### config.mk
export PLATFORM = sky130hd
export DESIGN_NAME = wd_wide_ext
export DESIGN_NICKNAME = d
export VERILOG_FILES = /design/src/wd_pkg.sv /design/src/wd_sub_if.sv /design/src/wd_addr_capture.sv /design/src/wd_cfg_mirror.sv /design/src/wd_wide_ext.sv
export SDC_FILE = /design/constraint.sdc
export NUM_CORES = 1
export LEC_CHECK = 0
export ABC_AREA = 1
export BUFFER_PORTS_ARGS = -buffer_cell sky130_fd_sc_hd__buf_4
export CAP_MARGIN = 20
export CORE_AREA = 2 2 139 141
export CTS_CLUSTER_DIAMETER = 50
export DETAILED_ROUTE_END_ITERATION = 8
export DIE_AREA = 0 0 141 143
export HOLD_SLACK_MARGIN = 0.05
export PLACE_DENSITY = 0.71
export SLEW_MARGIN = 30
export SYNTH_ARGS = -nofsm -noshare
export SYNTH_HDL_FRONTEND = slang
export SYNTH_HIERARCHICAL = 1
export SYNTH_SLANG_ARGS = --single-unit
export TNS_END_PERCENT = 20
### constraint.sdc
create_clock -name ref_clk -period 1.03 [get_ports ref_clk]
set_input_delay 0.2575 -clock ref_clk [delete_from_list [all_inputs] [get_ports ref_clk]]
set_output_delay 0.2575 -clock ref_clk [all_outputs]
set_load 0.005 [all_outputs]
### src/wd_pkg.sv
`default_nettype none
package wd_pkg;
    // ****************************************
    // Widths
    // ****************************************
    localparam int WD_DWORD_W = 32;
    localparam int WD_BE_W = 4;
    localparam int WD_CACHE_W = 8;
    localparam int WD_CFG_W = 16;
    localparam int WD_CMD_OUT_W = 10;
    localparam int WD_STAT_OUT_W = 6;
    // ****************************************
    // Field positions
    // ****************************************
    localparam int WD_CMD_RSVD_BIT = 7;
    localparam int WD_CMD_INTX_DIS_BIT = 10;
    localparam int WD_STAT_MDPE_BIT = 8;
    localparam int WD_STAT_STA_BIT = 11;
    localparam int WD_STAT_RTA_BIT = 12;
    localparam int WD_STAT_RMA_BIT = 13;
    localparam int WD_STAT_SSE_BIT = 14;
    localparam int WD_STAT_DPE_BIT = 15;
    // ****************************************
    // Reset values
    // ****************************************
    localparam logic [31:0] WD_DWORD_RST = 32'h0000_0000;
    localparam logic [3:0] WD_BE_IDLE_N = 4'hf;
    localparam logic [7:0] WD_CACHE_RST = 8'h00;
    localparam logic [9:0] WD_CMD_RST = 10'h000;
    localparam logic [5:0] WD_STAT_RST = 6'h00;
    // ****************************************
    // Address capture states
    // ****************************************
    typedef enum logic [1:0] {
        WD_CAP_IDLE = 2'b00,
        WD_CAP_LOW = 2'b01,
        WD_CAP_HIGH = 2'b10
    } wd_cap_state_t;
endpackage
`default_nettype wire

### src/wd_sub_if.sv
`timescale 1ns/10ps
`default_nettype none
interface wd_sub_if;
    import wd_pkg::*;
    logic frame_start;
    logic dac;
    logic [WD_DWORD_W-1:0] ad_lo;
    logic [WD_DWORD_W-1:0] ad_hi;
    logic [WD_DWORD_W-1:0] addr_lo_q;
    logic [WD_DWORD_W-1:0] addr_hi_q;
    logic [WD_CACHE_W-1:0] cfg_cache;
    logic [WD_CFG_W-1:0] cfg_command;
    logic [WD_CFG_W-1:0] cfg_status;
    logic [WD_CACHE_W-1:0] cache_q;
    logic [WD_CMD_OUT_W-1:0] command_q;
    logic [WD_STAT_OUT_W-1:0] status_q;
    modport hub (
        output frame_start, dac, ad_lo, ad_hi, cfg_cache, cfg_command, cfg_status,
        input addr_lo_q, addr_hi_q, cache_q, command_q, status_q
    );
    modport addr (
        input frame_start, dac, ad_lo, ad_hi,
        output addr_lo_q, addr_hi_q
    );
    modport cfg (
        input cfg_cache, cfg_command, cfg_status,
        output cache_q, command_q, status_q
    );
endinterface
`default_nettype wire

### src/wd_addr_capture.sv
`timescale 1ns/10ps
`default_nettype none
module wd_addr_capture
    import wd_pkg::*;
(
    input wire logic ref_clk, // Core clock
    input wire logic resetn, // Async reset, active low
    wd_sub_if.addr sub // Address capture signals
);
    wd_cap_state_t state;
    wd_cap_state_t next_state;
    wire logic load_lo = (state == WD_CAP_LOW);
    wire logic load_hi = (state == WD_CAP_HIGH) && sub.dac;

    always_comb begin
        case (state)
            WD_CAP_IDLE: next_state = WD_CAP_IDLE;
            WD_CAP_LOW: next_state = WD_CAP_HIGH;
            WD_CAP_HIGH: next_state = WD_CAP_IDLE;
            default: next_state = WD_CAP_IDLE;
        endcase
        if (sub.frame_start) begin
            next_state = WD_CAP_LOW;
        end
    end

    always_ff @(posedge ref_clk or negedge resetn) begin
        if (!resetn) begin
            state <= WD_CAP_IDLE;
            sub.addr_lo_q <= WD_DWORD_RST;
            sub.addr_hi_q <= WD_DWORD_RST;
        end else begin
            state <= next_state;
            if (load_lo) begin
                sub.addr_lo_q <= sub.ad_lo;
            end
            if (sub.frame_start) begin
                sub.addr_hi_q <= WD_DWORD_RST;
            end else if (load_hi) begin
                sub.addr_hi_q <= sub.ad_hi;
            end
        end
    end

    AST_ADDR_LO_ONE_CLK: assert property (@(posedge ref_clk) disable iff (!resetn)
        sub.frame_start ##1 !sub.frame_start |=> sub.addr_lo_q == $past(sub.ad_lo))
        else $error("lower start address not latched one clock after frame");
    AST_ADDR_HI_DAC: assert property (@(posedge ref_clk) disable iff (!resetn)
        sub.frame_start ##1 !sub.frame_start ##1 (sub.dac && !sub.frame_start)
        |=> sub.addr_hi_q == $past(sub.ad_hi))
        else $error("upper start address not latched two clocks after frame");
    AST_ADDR_HI_SAC: assert property (@(posedge ref_clk) disable iff (!resetn)
        sub.frame_start ##1 !sub.frame_start ##1 !(sub.dac || sub.frame_start)
        |=> sub.addr_hi_q == WD_DWORD_RST)
        else $error("upper start address loaded without dual address cycle");
    AST_ADDR_HOLD: assert property (@(posedge ref_clk) disable iff (!resetn)
        (state == WD_CAP_IDLE && !sub.frame_start)
        |=> $stable(sub.addr_lo_q) && $stable(sub.addr_hi_q))
        else $error("start address changed between transactions");
endmodule
`default_nettype wire

### src/wd_cfg_mirror.sv
`timescale 1ns/10ps
`default_nettype none
module wd_cfg_mirror
    import wd_pkg::*;
(
    input wire logic ref_clk, // Core clock
    input wire logic resetn, // Async reset, active low
    wd_sub_if.cfg sub // Configuration mirror signals
);
    wire logic [WD_CMD_OUT_W-1:0] next_command = {sub.cfg_command[9:8], 1'b0,
        sub.cfg_command[6:0]};
    wire logic [WD_STAT_OUT_W-1:0] next_status = {sub.cfg_status[WD_STAT_DPE_BIT],
        sub.cfg_status[WD_STAT_SSE_BIT], sub.cfg_status[WD_STAT_RMA_BIT],
        sub.cfg_status[WD_STAT_RTA_BIT], sub.cfg_status[WD_STAT_STA_BIT],
        sub.cfg_status[WD_STAT_MDPE_BIT]};

    always_ff @(posedge ref_clk or negedge resetn) begin
        if (!resetn) begin
            sub.cache_q <= WD_CACHE_RST;
            sub.command_q <= WD_CMD_RST;
            sub.status_q <= WD_STAT_RST;
        end else begin
            sub.cache_q <= sub.cfg_cache;
            sub.command_q <= next_command;
            sub.status_q <= next_status;
        end
    end

    AST_CACHE_FOLLOW: assert property (@(posedge ref_clk) disable iff (!resetn)
        ##1 sub.cache_q == $past(sub.cfg_cache))
        else $error("cache line mirror does not follow register");
    AST_CMD_ORDER: assert property (@(posedge ref_clk) disable iff (!resetn)
        ##1 (sub.command_q[WD_CMD_RSVD_BIT] == 1'b0)
        && (sub.command_q[9] == $past(sub.cfg_command[9]))
        && (sub.command_q[0] == $past(sub.cfg_command[0])))
        else $error("command mirror out of order");
    AST_STAT_MAP: assert property (@(posedge ref_clk) disable iff (!resetn)
        ##1 (sub.status_q[0] == $past(sub.cfg_status[8]))
        && (sub.status_q[1] == $past(sub.cfg_status[11]))
        && (sub.status_q[5] == $past(sub.cfg_status[15])))
        else $error("status mirror mapping wrong");
    AST_MIRROR_STABLE: assert property (@(posedge ref_clk) disable iff (!resetn)
        $stable(sub.cfg_cache) && $stable(sub.cfg_status) |=> $stable(sub.cache_q)
        && $stable(sub.status_q))
        else $error("mirror changed without register change");
endmodule
`default_nettype wire

### src/wd_wide_ext.sv
// Overview of operation
// - Back-end upper input lane carries master address and master-write/target-read data.
// - Upper local data output carries upper DWORD for master reads, target writes.
// - Upper target address latched two clocks after frame, only on dual address.
// - Target start address is upper and lower halves joined into 64 bits.
// - Active-low upper byte enables mark valid upper lanes in 64-bit target transfers.
// - Separate active-low target strobes for lower and upper DWORD.
// - Separate active-low master strobes for lower and upper DWORD.
// - Active-low flag to target side while 64-bit transaction runs.
// - Active-low flag to master side while its own 64-bit transaction runs.
// - Local interrupt request drives PCI interrupt A only when interrupts enabled.
// - Cache line size register mirrored continuously to the local side.
// - Ten command bits output in order, bit 7 reserved.
// - Six status bits from configuration status bits 8, 11 to 15.
// - Strobe marks input data consumed or output data valid that cycle.
`timescale 1ns/10ps
`default_nettype none
module wd_wide_ext
    import wd_pkg::*;
(
    input wire logic ref_clk, // PCI clock, 125 MHz
    input wire logic resetn, // Async reset, active low
    // ****************************************
    // Core side
    // ****************************************
    input wire logic core_frame_start, // First cycle of frame, pulse
    input wire logic core_dac, // Dual address cycle seen
    input wire logic [WD_DWORD_W-1:0] core_tgt_addr_lo, // Lower target address
    input wire logic [WD_DWORD_W-1:0] core_tgt_addr_hi, // Upper target address
    input wire logic [WD_BE_W-1:0] core_tgt_be_hi_n, // Upper PCI byte enables
    input wire logic core_tgt_active, // Target transaction running
    input wire logic core_tgt_wide, // Target transaction is 64-bit
    input wire logic core_tgt_lo_xfer, // Target lower DWORD transfer
    input wire logic core_tgt_hi_xfer, // Target upper DWORD transfer
    input wire logic core_mst_active, // Master transaction running
    input wire logic core_mst_wide, // Master transaction is 64-bit
    input wire logic core_mst_lo_xfer, // Master lower DWORD transfer
    input wire logic core_mst_hi_xfer, // Master upper DWORD transfer
    input wire logic [WD_DWORD_W-1:0] core_data_hi, // Upper data from PCI
    input wire logic [WD_CACHE_W-1:0] cfg_cache, // Cache line size register
    input wire logic [WD_CFG_W-1:0] cfg_command, // Command register
    input wire logic [WD_CFG_W-1:0] cfg_status, // Status register
    output logic [WD_DWORD_W-1:0] core_ad_out_hi, // Upper address/data to PCI
    output logic [WD_BE_W-1:0] core_mst_be_hi_n, // Upper master byte enables to PCI
    output logic pci_int_a_out, // Interrupt A pin level
    output logic pci_int_a_oe, // Interrupt A pin drive enable
    // ****************************************
    // Back-end side
    // ****************************************
    input wire logic [WD_DWORD_W-1:0] local_ad_in_hi, // Upper address/data input
    input wire logic [WD_BE_W-1:0] master_byte_lane_enables_hi_n, // Upper master BEs
    input wire logic local_interrupt_n, // Interrupt request, active low
    output logic [WD_DWORD_W-1:0] local_data_out_hi, // Upper data output
    output logic [2*WD_DWORD_W-1:0] target_start_address, // Full start address
    output logic [WD_BE_W-1:0] target_byte_lane_enables_hi_n, // Upper target BEs
    output logic target_low_dword_strobe_n, // Target lower strobe
    output logic target_high_dword_strobe_n, // Target upper strobe
    output logic target_wide_transfer_flag_n, // Target 64-bit flag
    output logic master_low_dword_strobe_n, // Master lower strobe
    output logic master_high_dword_strobe_n, // Master upper strobe
    output logic master_wide_transfer_flag_n, // Master 64-bit flag
    output logic [WD_CACHE_W-1:0] cache_line_size, // Cache line size mirror
    output logic [WD_CMD_OUT_W-1:0] command_bits, // Command mirror
    output logic [WD_STAT_OUT_W-1:0] status_bits // Status mirror
);
    // ****************************************
    // Submodules
    // ****************************************
    wd_sub_if sub ();

    assign sub.frame_start = core_frame_start;
    assign sub.dac = core_dac;
    assign sub.ad_lo = core_tgt_addr_lo;
    assign sub.ad_hi = core_tgt_addr_hi;
    assign sub.cfg_cache = cfg_cache;
    assign sub.cfg_command = cfg_command;
    assign sub.cfg_status = cfg_status;

    wd_addr_capture u_addr (
        .ref_clk(ref_clk),
        .resetn(resetn),
        .sub(sub.addr)
    );

    wd_cfg_mirror u_cfg (
        .ref_clk(ref_clk),
        .resetn(resetn),
        .sub(sub.cfg)
    );

    assign target_start_address = {sub.addr_hi_q, sub.addr_lo_q};
    assign cache_line_size = sub.cache_q;
    assign command_bits = sub.command_q;
    assign status_bits = sub.status_q;

    // ****************************************
    // Decode
    // ****************************************
    wire logic tgt_wide_run = core_tgt_active && core_tgt_wide;
    wire logic mst_wide_run = core_mst_active && core_mst_wide;
    wire logic hi_data_load = (tgt_wide_run && core_tgt_hi_xfer)
        || (mst_wide_run && core_mst_hi_xfer);
    wire logic int_enabled = !cfg_command[WD_CMD_INTX_DIS_BIT];
    wire logic next_int_drive = int_enabled && !local_interrupt_n;
    wire logic [WD_BE_W-1:0] next_tgt_be = tgt_wide_run ? core_tgt_be_hi_n : WD_BE_IDLE_N;
    wire logic [WD_BE_W-1:0] next_mst_be = mst_wide_run ? master_byte_lane_enables_hi_n
        : WD_BE_IDLE_N;

    // ****************************************
    // Data lanes
    // ****************************************
    always_ff @(posedge ref_clk or negedge resetn) begin
        if (!resetn) begin
            core_ad_out_hi <= WD_DWORD_RST;
            local_data_out_hi <= WD_DWORD_RST;
        end else begin
            core_ad_out_hi <= local_ad_in_hi;
            if (hi_data_load) begin
                local_data_out_hi <= core_data_hi;
            end
        end
    end

    // ****************************************
    // Byte enables
    // ****************************************
    always_ff @(posedge ref_clk or negedge resetn) begin
        if (!resetn) begin
            target_byte_lane_enables_hi_n <= WD_BE_IDLE_N;
            core_mst_be_hi_n <= WD_BE_IDLE_N;
        end else begin
            target_byte_lane_enables_hi_n <= next_tgt_be;
            core_mst_be_hi_n <= next_mst_be;
        end
    end

    // ****************************************
    // Strobes and wide flags
    // ****************************************
    always_ff @(posedge ref_clk or negedge resetn) begin
        if (!resetn) begin
            target_low_dword_strobe_n <= 1'b1;
            target_high_dword_strobe_n <= 1'b1;
            target_wide_transfer_flag_n <= 1'b1;
            master_low_dword_strobe_n <= 1'b1;
            master_high_dword_strobe_n <= 1'b1;
            master_wide_transfer_flag_n <= 1'b1;
        end else begin
            target_low_dword_strobe_n <= !(core_tgt_active && core_tgt_lo_xfer);
            target_high_dword_strobe_n <= !(tgt_wide_run && core_tgt_hi_xfer);
            target_wide_transfer_flag_n <= !tgt_wide_run;
            master_low_dword_strobe_n <= !(core_mst_active && core_mst_lo_xfer);
            master_high_dword_strobe_n <= !(mst_wide_run && core_mst_hi_xfer);
            master_wide_transfer_flag_n <= !mst_wide_run;
        end
    end

    // ****************************************
    // Interrupt A, open drain
    // ****************************************
    always_ff @(posedge ref_clk or negedge resetn) begin
        if (!resetn) begin
            pci_int_a_out <= 1'b0;
            pci_int_a_oe <= 1'b0;
        end else begin
            pci_int_a_out <= 1'b0;
            pci_int_a_oe <= next_int_drive;
        end
    end

    // ****************************************
    // Checks
    // ****************************************
    AST_AD_OUT_FOLLOW: assert property (@(posedge ref_clk) disable iff (!resetn)
        ##1 core_ad_out_hi == $past(local_ad_in_hi))
        else $error("upper lane not passed to PCI one clock later");
    AST_HI_DATA_STROBE: assert property (@(posedge ref_clk) disable iff (!resetn)
        !target_high_dword_strobe_n |-> local_data_out_hi == $past(core_data_hi))
        else $error("upper data not valid with target upper strobe");
    AST_HI_DATA_HOLD: assert property (@(posedge ref_clk) disable iff (!resetn)
        target_high_dword_strobe_n && master_high_dword_strobe_n
        |-> $stable(local_data_out_hi))
        else $error("upper data changed without a strobe");
    AST_TGT_BE_IDLE: assert property (@(posedge ref_clk) disable iff (!resetn)
        target_wide_transfer_flag_n |-> target_byte_lane_enables_hi_n == WD_BE_IDLE_N)
        else $error("upper target byte enables active outside 64-bit transfer");
    AST_TGT_BE_PASS: assert property (@(posedge ref_clk) disable iff (!resetn)
        tgt_wide_run |=> target_byte_lane_enables_hi_n == $past(core_tgt_be_hi_n))
        else $error("upper target byte enables not passed");
    AST_TGT_HI_STROBE: assert property (@(posedge ref_clk) disable iff (!resetn)
        !target_high_dword_strobe_n |-> !target_wide_transfer_flag_n)
        else $error("target upper strobe outside 64-bit transfer");
    AST_MST_STROBES: assert property (@(posedge ref_clk) disable iff (!resetn)
        (core_mst_active && core_mst_lo_xfer) |=> !master_low_dword_strobe_n)
        else $error("master lower strobe missed");
    AST_TGT_WIDE_FLAG: assert property (@(posedge ref_clk) disable iff (!resetn)
        $rose(tgt_wide_run) |=> $fell(target_wide_transfer_flag_n))
        else $error("target 64-bit flag late");
    AST_MST_WIDE_FLAG: assert property (@(posedge ref_clk) disable iff (!resetn)
        !core_mst_active |=> master_wide_transfer_flag_n && master_high_dword_strobe_n)
        else $error("master 64-bit flag without master transaction");
    AST_INTA_ENABLED: assert property (@(posedge ref_clk) disable iff (!resetn)
        (!local_interrupt_n && !cfg_command[WD_CMD_INTX_DIS_BIT]) |=> pci_int_a_oe)
        else $error("interrupt A not driven on enabled request");
    AST_INTA_MASKED: assert property (@(posedge ref_clk) disable iff (!resetn)
        (local_interrupt_n || cfg_command[WD_CMD_INTX_DIS_BIT]) |=> !pci_int_a_oe)
        else $error("interrupt A driven while disabled or idle");
endmodule
`default_nettype wire

==> flow_metrics.py <==
metrics = {
    "synth": {
        "synth_mux_area_share_pct": 0,
        "netlist_area_sq_mm": 0.00604,
        "yosysTopAreaCell": "dfrtp_1",
        "synth_edf_count": 0,
        "synth_top_area_share_pct": 63.8,
        "synth_top_family_by_area": "simple AND/OR/NAND/NOR gates",
        "ys.flop_type": "dfrtp_1",
        "yosys-top-cells-area": "dfrtp_1, nand2_1, nand3_1",
        "yosysWarnings": 6,
        "async_flop_share_pct": 100,
        "synth_xor_area_share_pct": 0,
        "yosys-top-cells-count": "nand2_1, dfrtp_1, nand3_1",
        "synth_adder_area_share_pct": 0,
        "synth-compound-area-share_pct": 0,
        "yosys.area_share.simple_pct": 24.1,
        "yosysMostFrequentCell": "nand2_1",
        "ys_seq_area_share_pct": 69.9,
        "syn_avg_cell_area_sq_um": 10.4,
        "synth.distinct_cells": 16,
        "ys_ff_latch": 168,
        "syn_inst": 579,
        "syn-num-nets": 768,
    },
    "final_layout": {
        "layout.nets": 1232,
        "layout.cells.non_filler": 1290,
        "final_cell_area_sq_mm": 0.0113,
        "syn_to_final_growth_pct": 87.8,
        "seq_area_sq_mm": 0.00422,
        "drive_gt1_share_pct": 41.5,
        "antenna_cells": 0,
        "fillers": 1434,
        "multiInputGateArea_sq_mm": 0.00147,
        "postLayoutCoreUtil_pct": 61.0,
    },
    "floorplan": {
        "pin_count": 357,
        "num_rows": 50,
        "coreArea_sq_mm": 0.0186,
        "die_h_microns": 143,
        "die_area_sq_mm": 0.0202,
        "start_util_pct": 32.5,
        "die_w_microns": 141,
    },
    "critical_path": {
        "critical_path_class": "reg2out",
        "crit_path_cell_trace": "buf_6",
        "worst_ep_required_time_ns": 0.77,
        "crit_buf_inv": 1,
        "worst_setup_path_end_kind": "output port",
        "timing.rr.start": "u_addr/state[0]$_DFF_PN0_",
        "setup.worst_path.start": "target_low_dword_strobe_n$_DFF_PN1_",
        "path_max_fanout": 1,
        "cpPeakStageDelay_ns": 0.55,
        "critPathArrivalTime_ns": 1.06,
        "critPathLaunchType": "flip-flop",
        "critPathTopFamily": "flip-flops",
        "slowest_stage": "dfstp_2",
    },
    "power_and_ir_drop": {
        "powerDensity_mw_per_mm2": 1530,
        "power.total_mw": 17.3,
        "leakagePower_nw": 5.92,
        "ir_drop_uv": 977,
    },
    "run_status": {
        "violations": "negative setup slack",
        "status": "finished, violations left",
    },
    "timing": {
        "setup_viol": 186,
        "finClkSkew_ns": 0.00780,
        "hold_viol_final": 0,
        "final_max_slew_viol_count": 0,
        "rsz0062_at_grt": "yes",
        "clock.fmax_mhz": 757,
        "fin_crit_ns": 1.32,
        "post-route-period-util_pct": 128,
        "setup_slack_ns": -0.291,
        "holdWs_ns": 0.0759,
    },
    "drt": {
        "wirelength_microns": 21500,
        "initialDrtViolationCount": 337,
        "ant_nets": 0,
        "vias": 5757,
        "post_drt_via_cell_ratio": 4.46,
        "post_drt_wl_per_cell_microns": 16.6,
        "remaining_drc_errors": 0,
        "dr.pass1.iters": 4,
    },
    "place": {
        "place.port_buffers": 338,
        "placed_area_sq_mm": 0.00900,
        "dp_hpwl_microns": 13600,
        "dp_cells": 1144,
        "place_congestion": 0.738,
    },
    "grt": {
        "grt_max_degree": 34,
        "overflow": 0,
        "antenna_found_initial": 0,
        "grt_pass1_vias": 5949,
        "grt_pass1_wl_microns": 32600,
        "grt_util_all_layers_pct": 21.0,
    },
    "clock_network": {
        "cts_htree_levels": 4,
        "insertion_delay_ns": 0.41,
        "cts-root-buf": "clkbuf_16",
        "cts_buffers": 17,
        "path_clk_slew_ns": 0.07,
        "clock-sinks": 168,
        "clock_path_buffers": 2,
        "tritoncts": "built",
    },
    "hold_path": {
        "hp-start": "core_tgt_addr_lo[30]",
        "min_path_type": "in2reg",
    },
    "run": {
        "maxCapViolations": 0,
    },
}
==> per-layer routing <==
layer	vias up	part of all wire [%]	track usage, %
met4	0	3.1	8.00
met5	-	0	0
met3	41	5.1	4.63
met1	2764	38	25.6
li1	2716	-	-
met2	236	54	36.5
==> layout by cell type (no fill, tap or decap), types with 2 or more instances in the layout <==
master	Yosys	layout
nand2_1	196	196
buf_4	6	193
buf_6	6	169
dfrtp_1	154	154
dlygate4sd3_1	0	105
nand3_1	96	95
nor2_1	34	34
inv_1	33	32
clkbuf_16	0	17
dfstp_2	14	14
buf_12	0	12
or2_2	8	8
inv_6	0	4
nand3_2	2	3
inv_8	0	3
clkinv_8	0	3
clkinv_4	0	3
inv_2	2	3
nand2_2	2	2
conb_1	2	2
==> final timing paths <==
kind                                                        endpoint  slack [ns]  cells after the start
min in group asynchronous                core_ad_out_hi[6]$_DFF_PN0_        0.28                      2
worst max-delay path                       target_low_dword_strobe_n       -0.29                      1
max in group asynchronous       master_high_dword_strobe_n$_DFF_PN1_        0.24                      3
worst min-delay path            u_addr/sub.addr_lo_q[30]$_DFFE_PN0N_        0.08                      3
worst min register to register  u_addr/sub.addr_lo_q[19]$_DFFE_PN0N_        0.49                      2
worst max register to register  u_addr/sub.addr_hi_q[15]$_DFFE_PN0P_       -0.04                      6
==> cell type report <==
cell class              instances  share of cell area [%]
clock buffers                  17                    3.75
multi-input cells             342                    12.9
repair buffers                479                    41.0
inverters                      35                    1.16
flip-flops and latches        168                    37.2
clock inverters                15                    1.38
well taps                     234                    2.58
==> tightest hold or removal path, delay by kind of cell <==
kind          cells  cell delay (ns)
buf+inv           1             0.08
simple gates      2             0.12
==> metrics by stage <==
stage / TNS (ns) / setup slack (ns)
after floorplan: 0 / 0.00313
after global placement: 0 / 0.00563
after detailed placement: -0.0959 / -0.0175
after CTS: -30.87 / -0.307
after global routing: -36.88 / -0.320
final: -27.47 / -0.291
==> flip-flops by register name, summed over array words and instances (netlist names) <==
name	count
master_low_dword_strobe_n	1
target_high_dword_strobe_n	1
u_addr/sub.addr_lo_q	32
target_wide_transfer_flag_n	1
target_low_dword_strobe_n	1
u_cfg/sub.cache_q	8
u_cfg/sub.status_q	6
target_byte_lane_enables_hi_n	4
core_mst_be_hi_n	4
local_data_out_hi	32
u_cfg/sub.command_q	9
master_high_dword_strobe_n	1
pci_int_a_oe	1
u_addr/sub.addr_hi_q	32
u_addr/state	2
master_wide_transfer_flag_n	1
core_ad_out_hi	32
==> power by group <==
part | total (mW) | switching (mW) | internal [mW] | leakage (nW)
clock | 6.18 | 2.95 | 3.24 | 0.283
combinational | 3.46 | 1.28 | 2.19 | 3.61
sequential | 7.65 | 0.435 | 7.22 | 2.03
==> cell families (layout without fill, tap and decap cells) <==
family	Yosys count	count (layout)
and+or+nand+nor	340	340
DFF	168	168
buffers and inverters	69	546
other	2	2
==> timing repair <==
| action | in CTS | in global routing |
|---|---|---|
| resized for setup | 168 | 2 |
| setup endpoints to repair | 204 | 228 |
| buffers inserted | 3 | 6 |
| gates cloned | 0 | 0 |
| hold buffers | 105 | 0 |
| pin swaps | 0 | 1 |
| hold endpoints to repair | 255 | 0 |
Note: power is estimated with default switching activity, not from simulation.
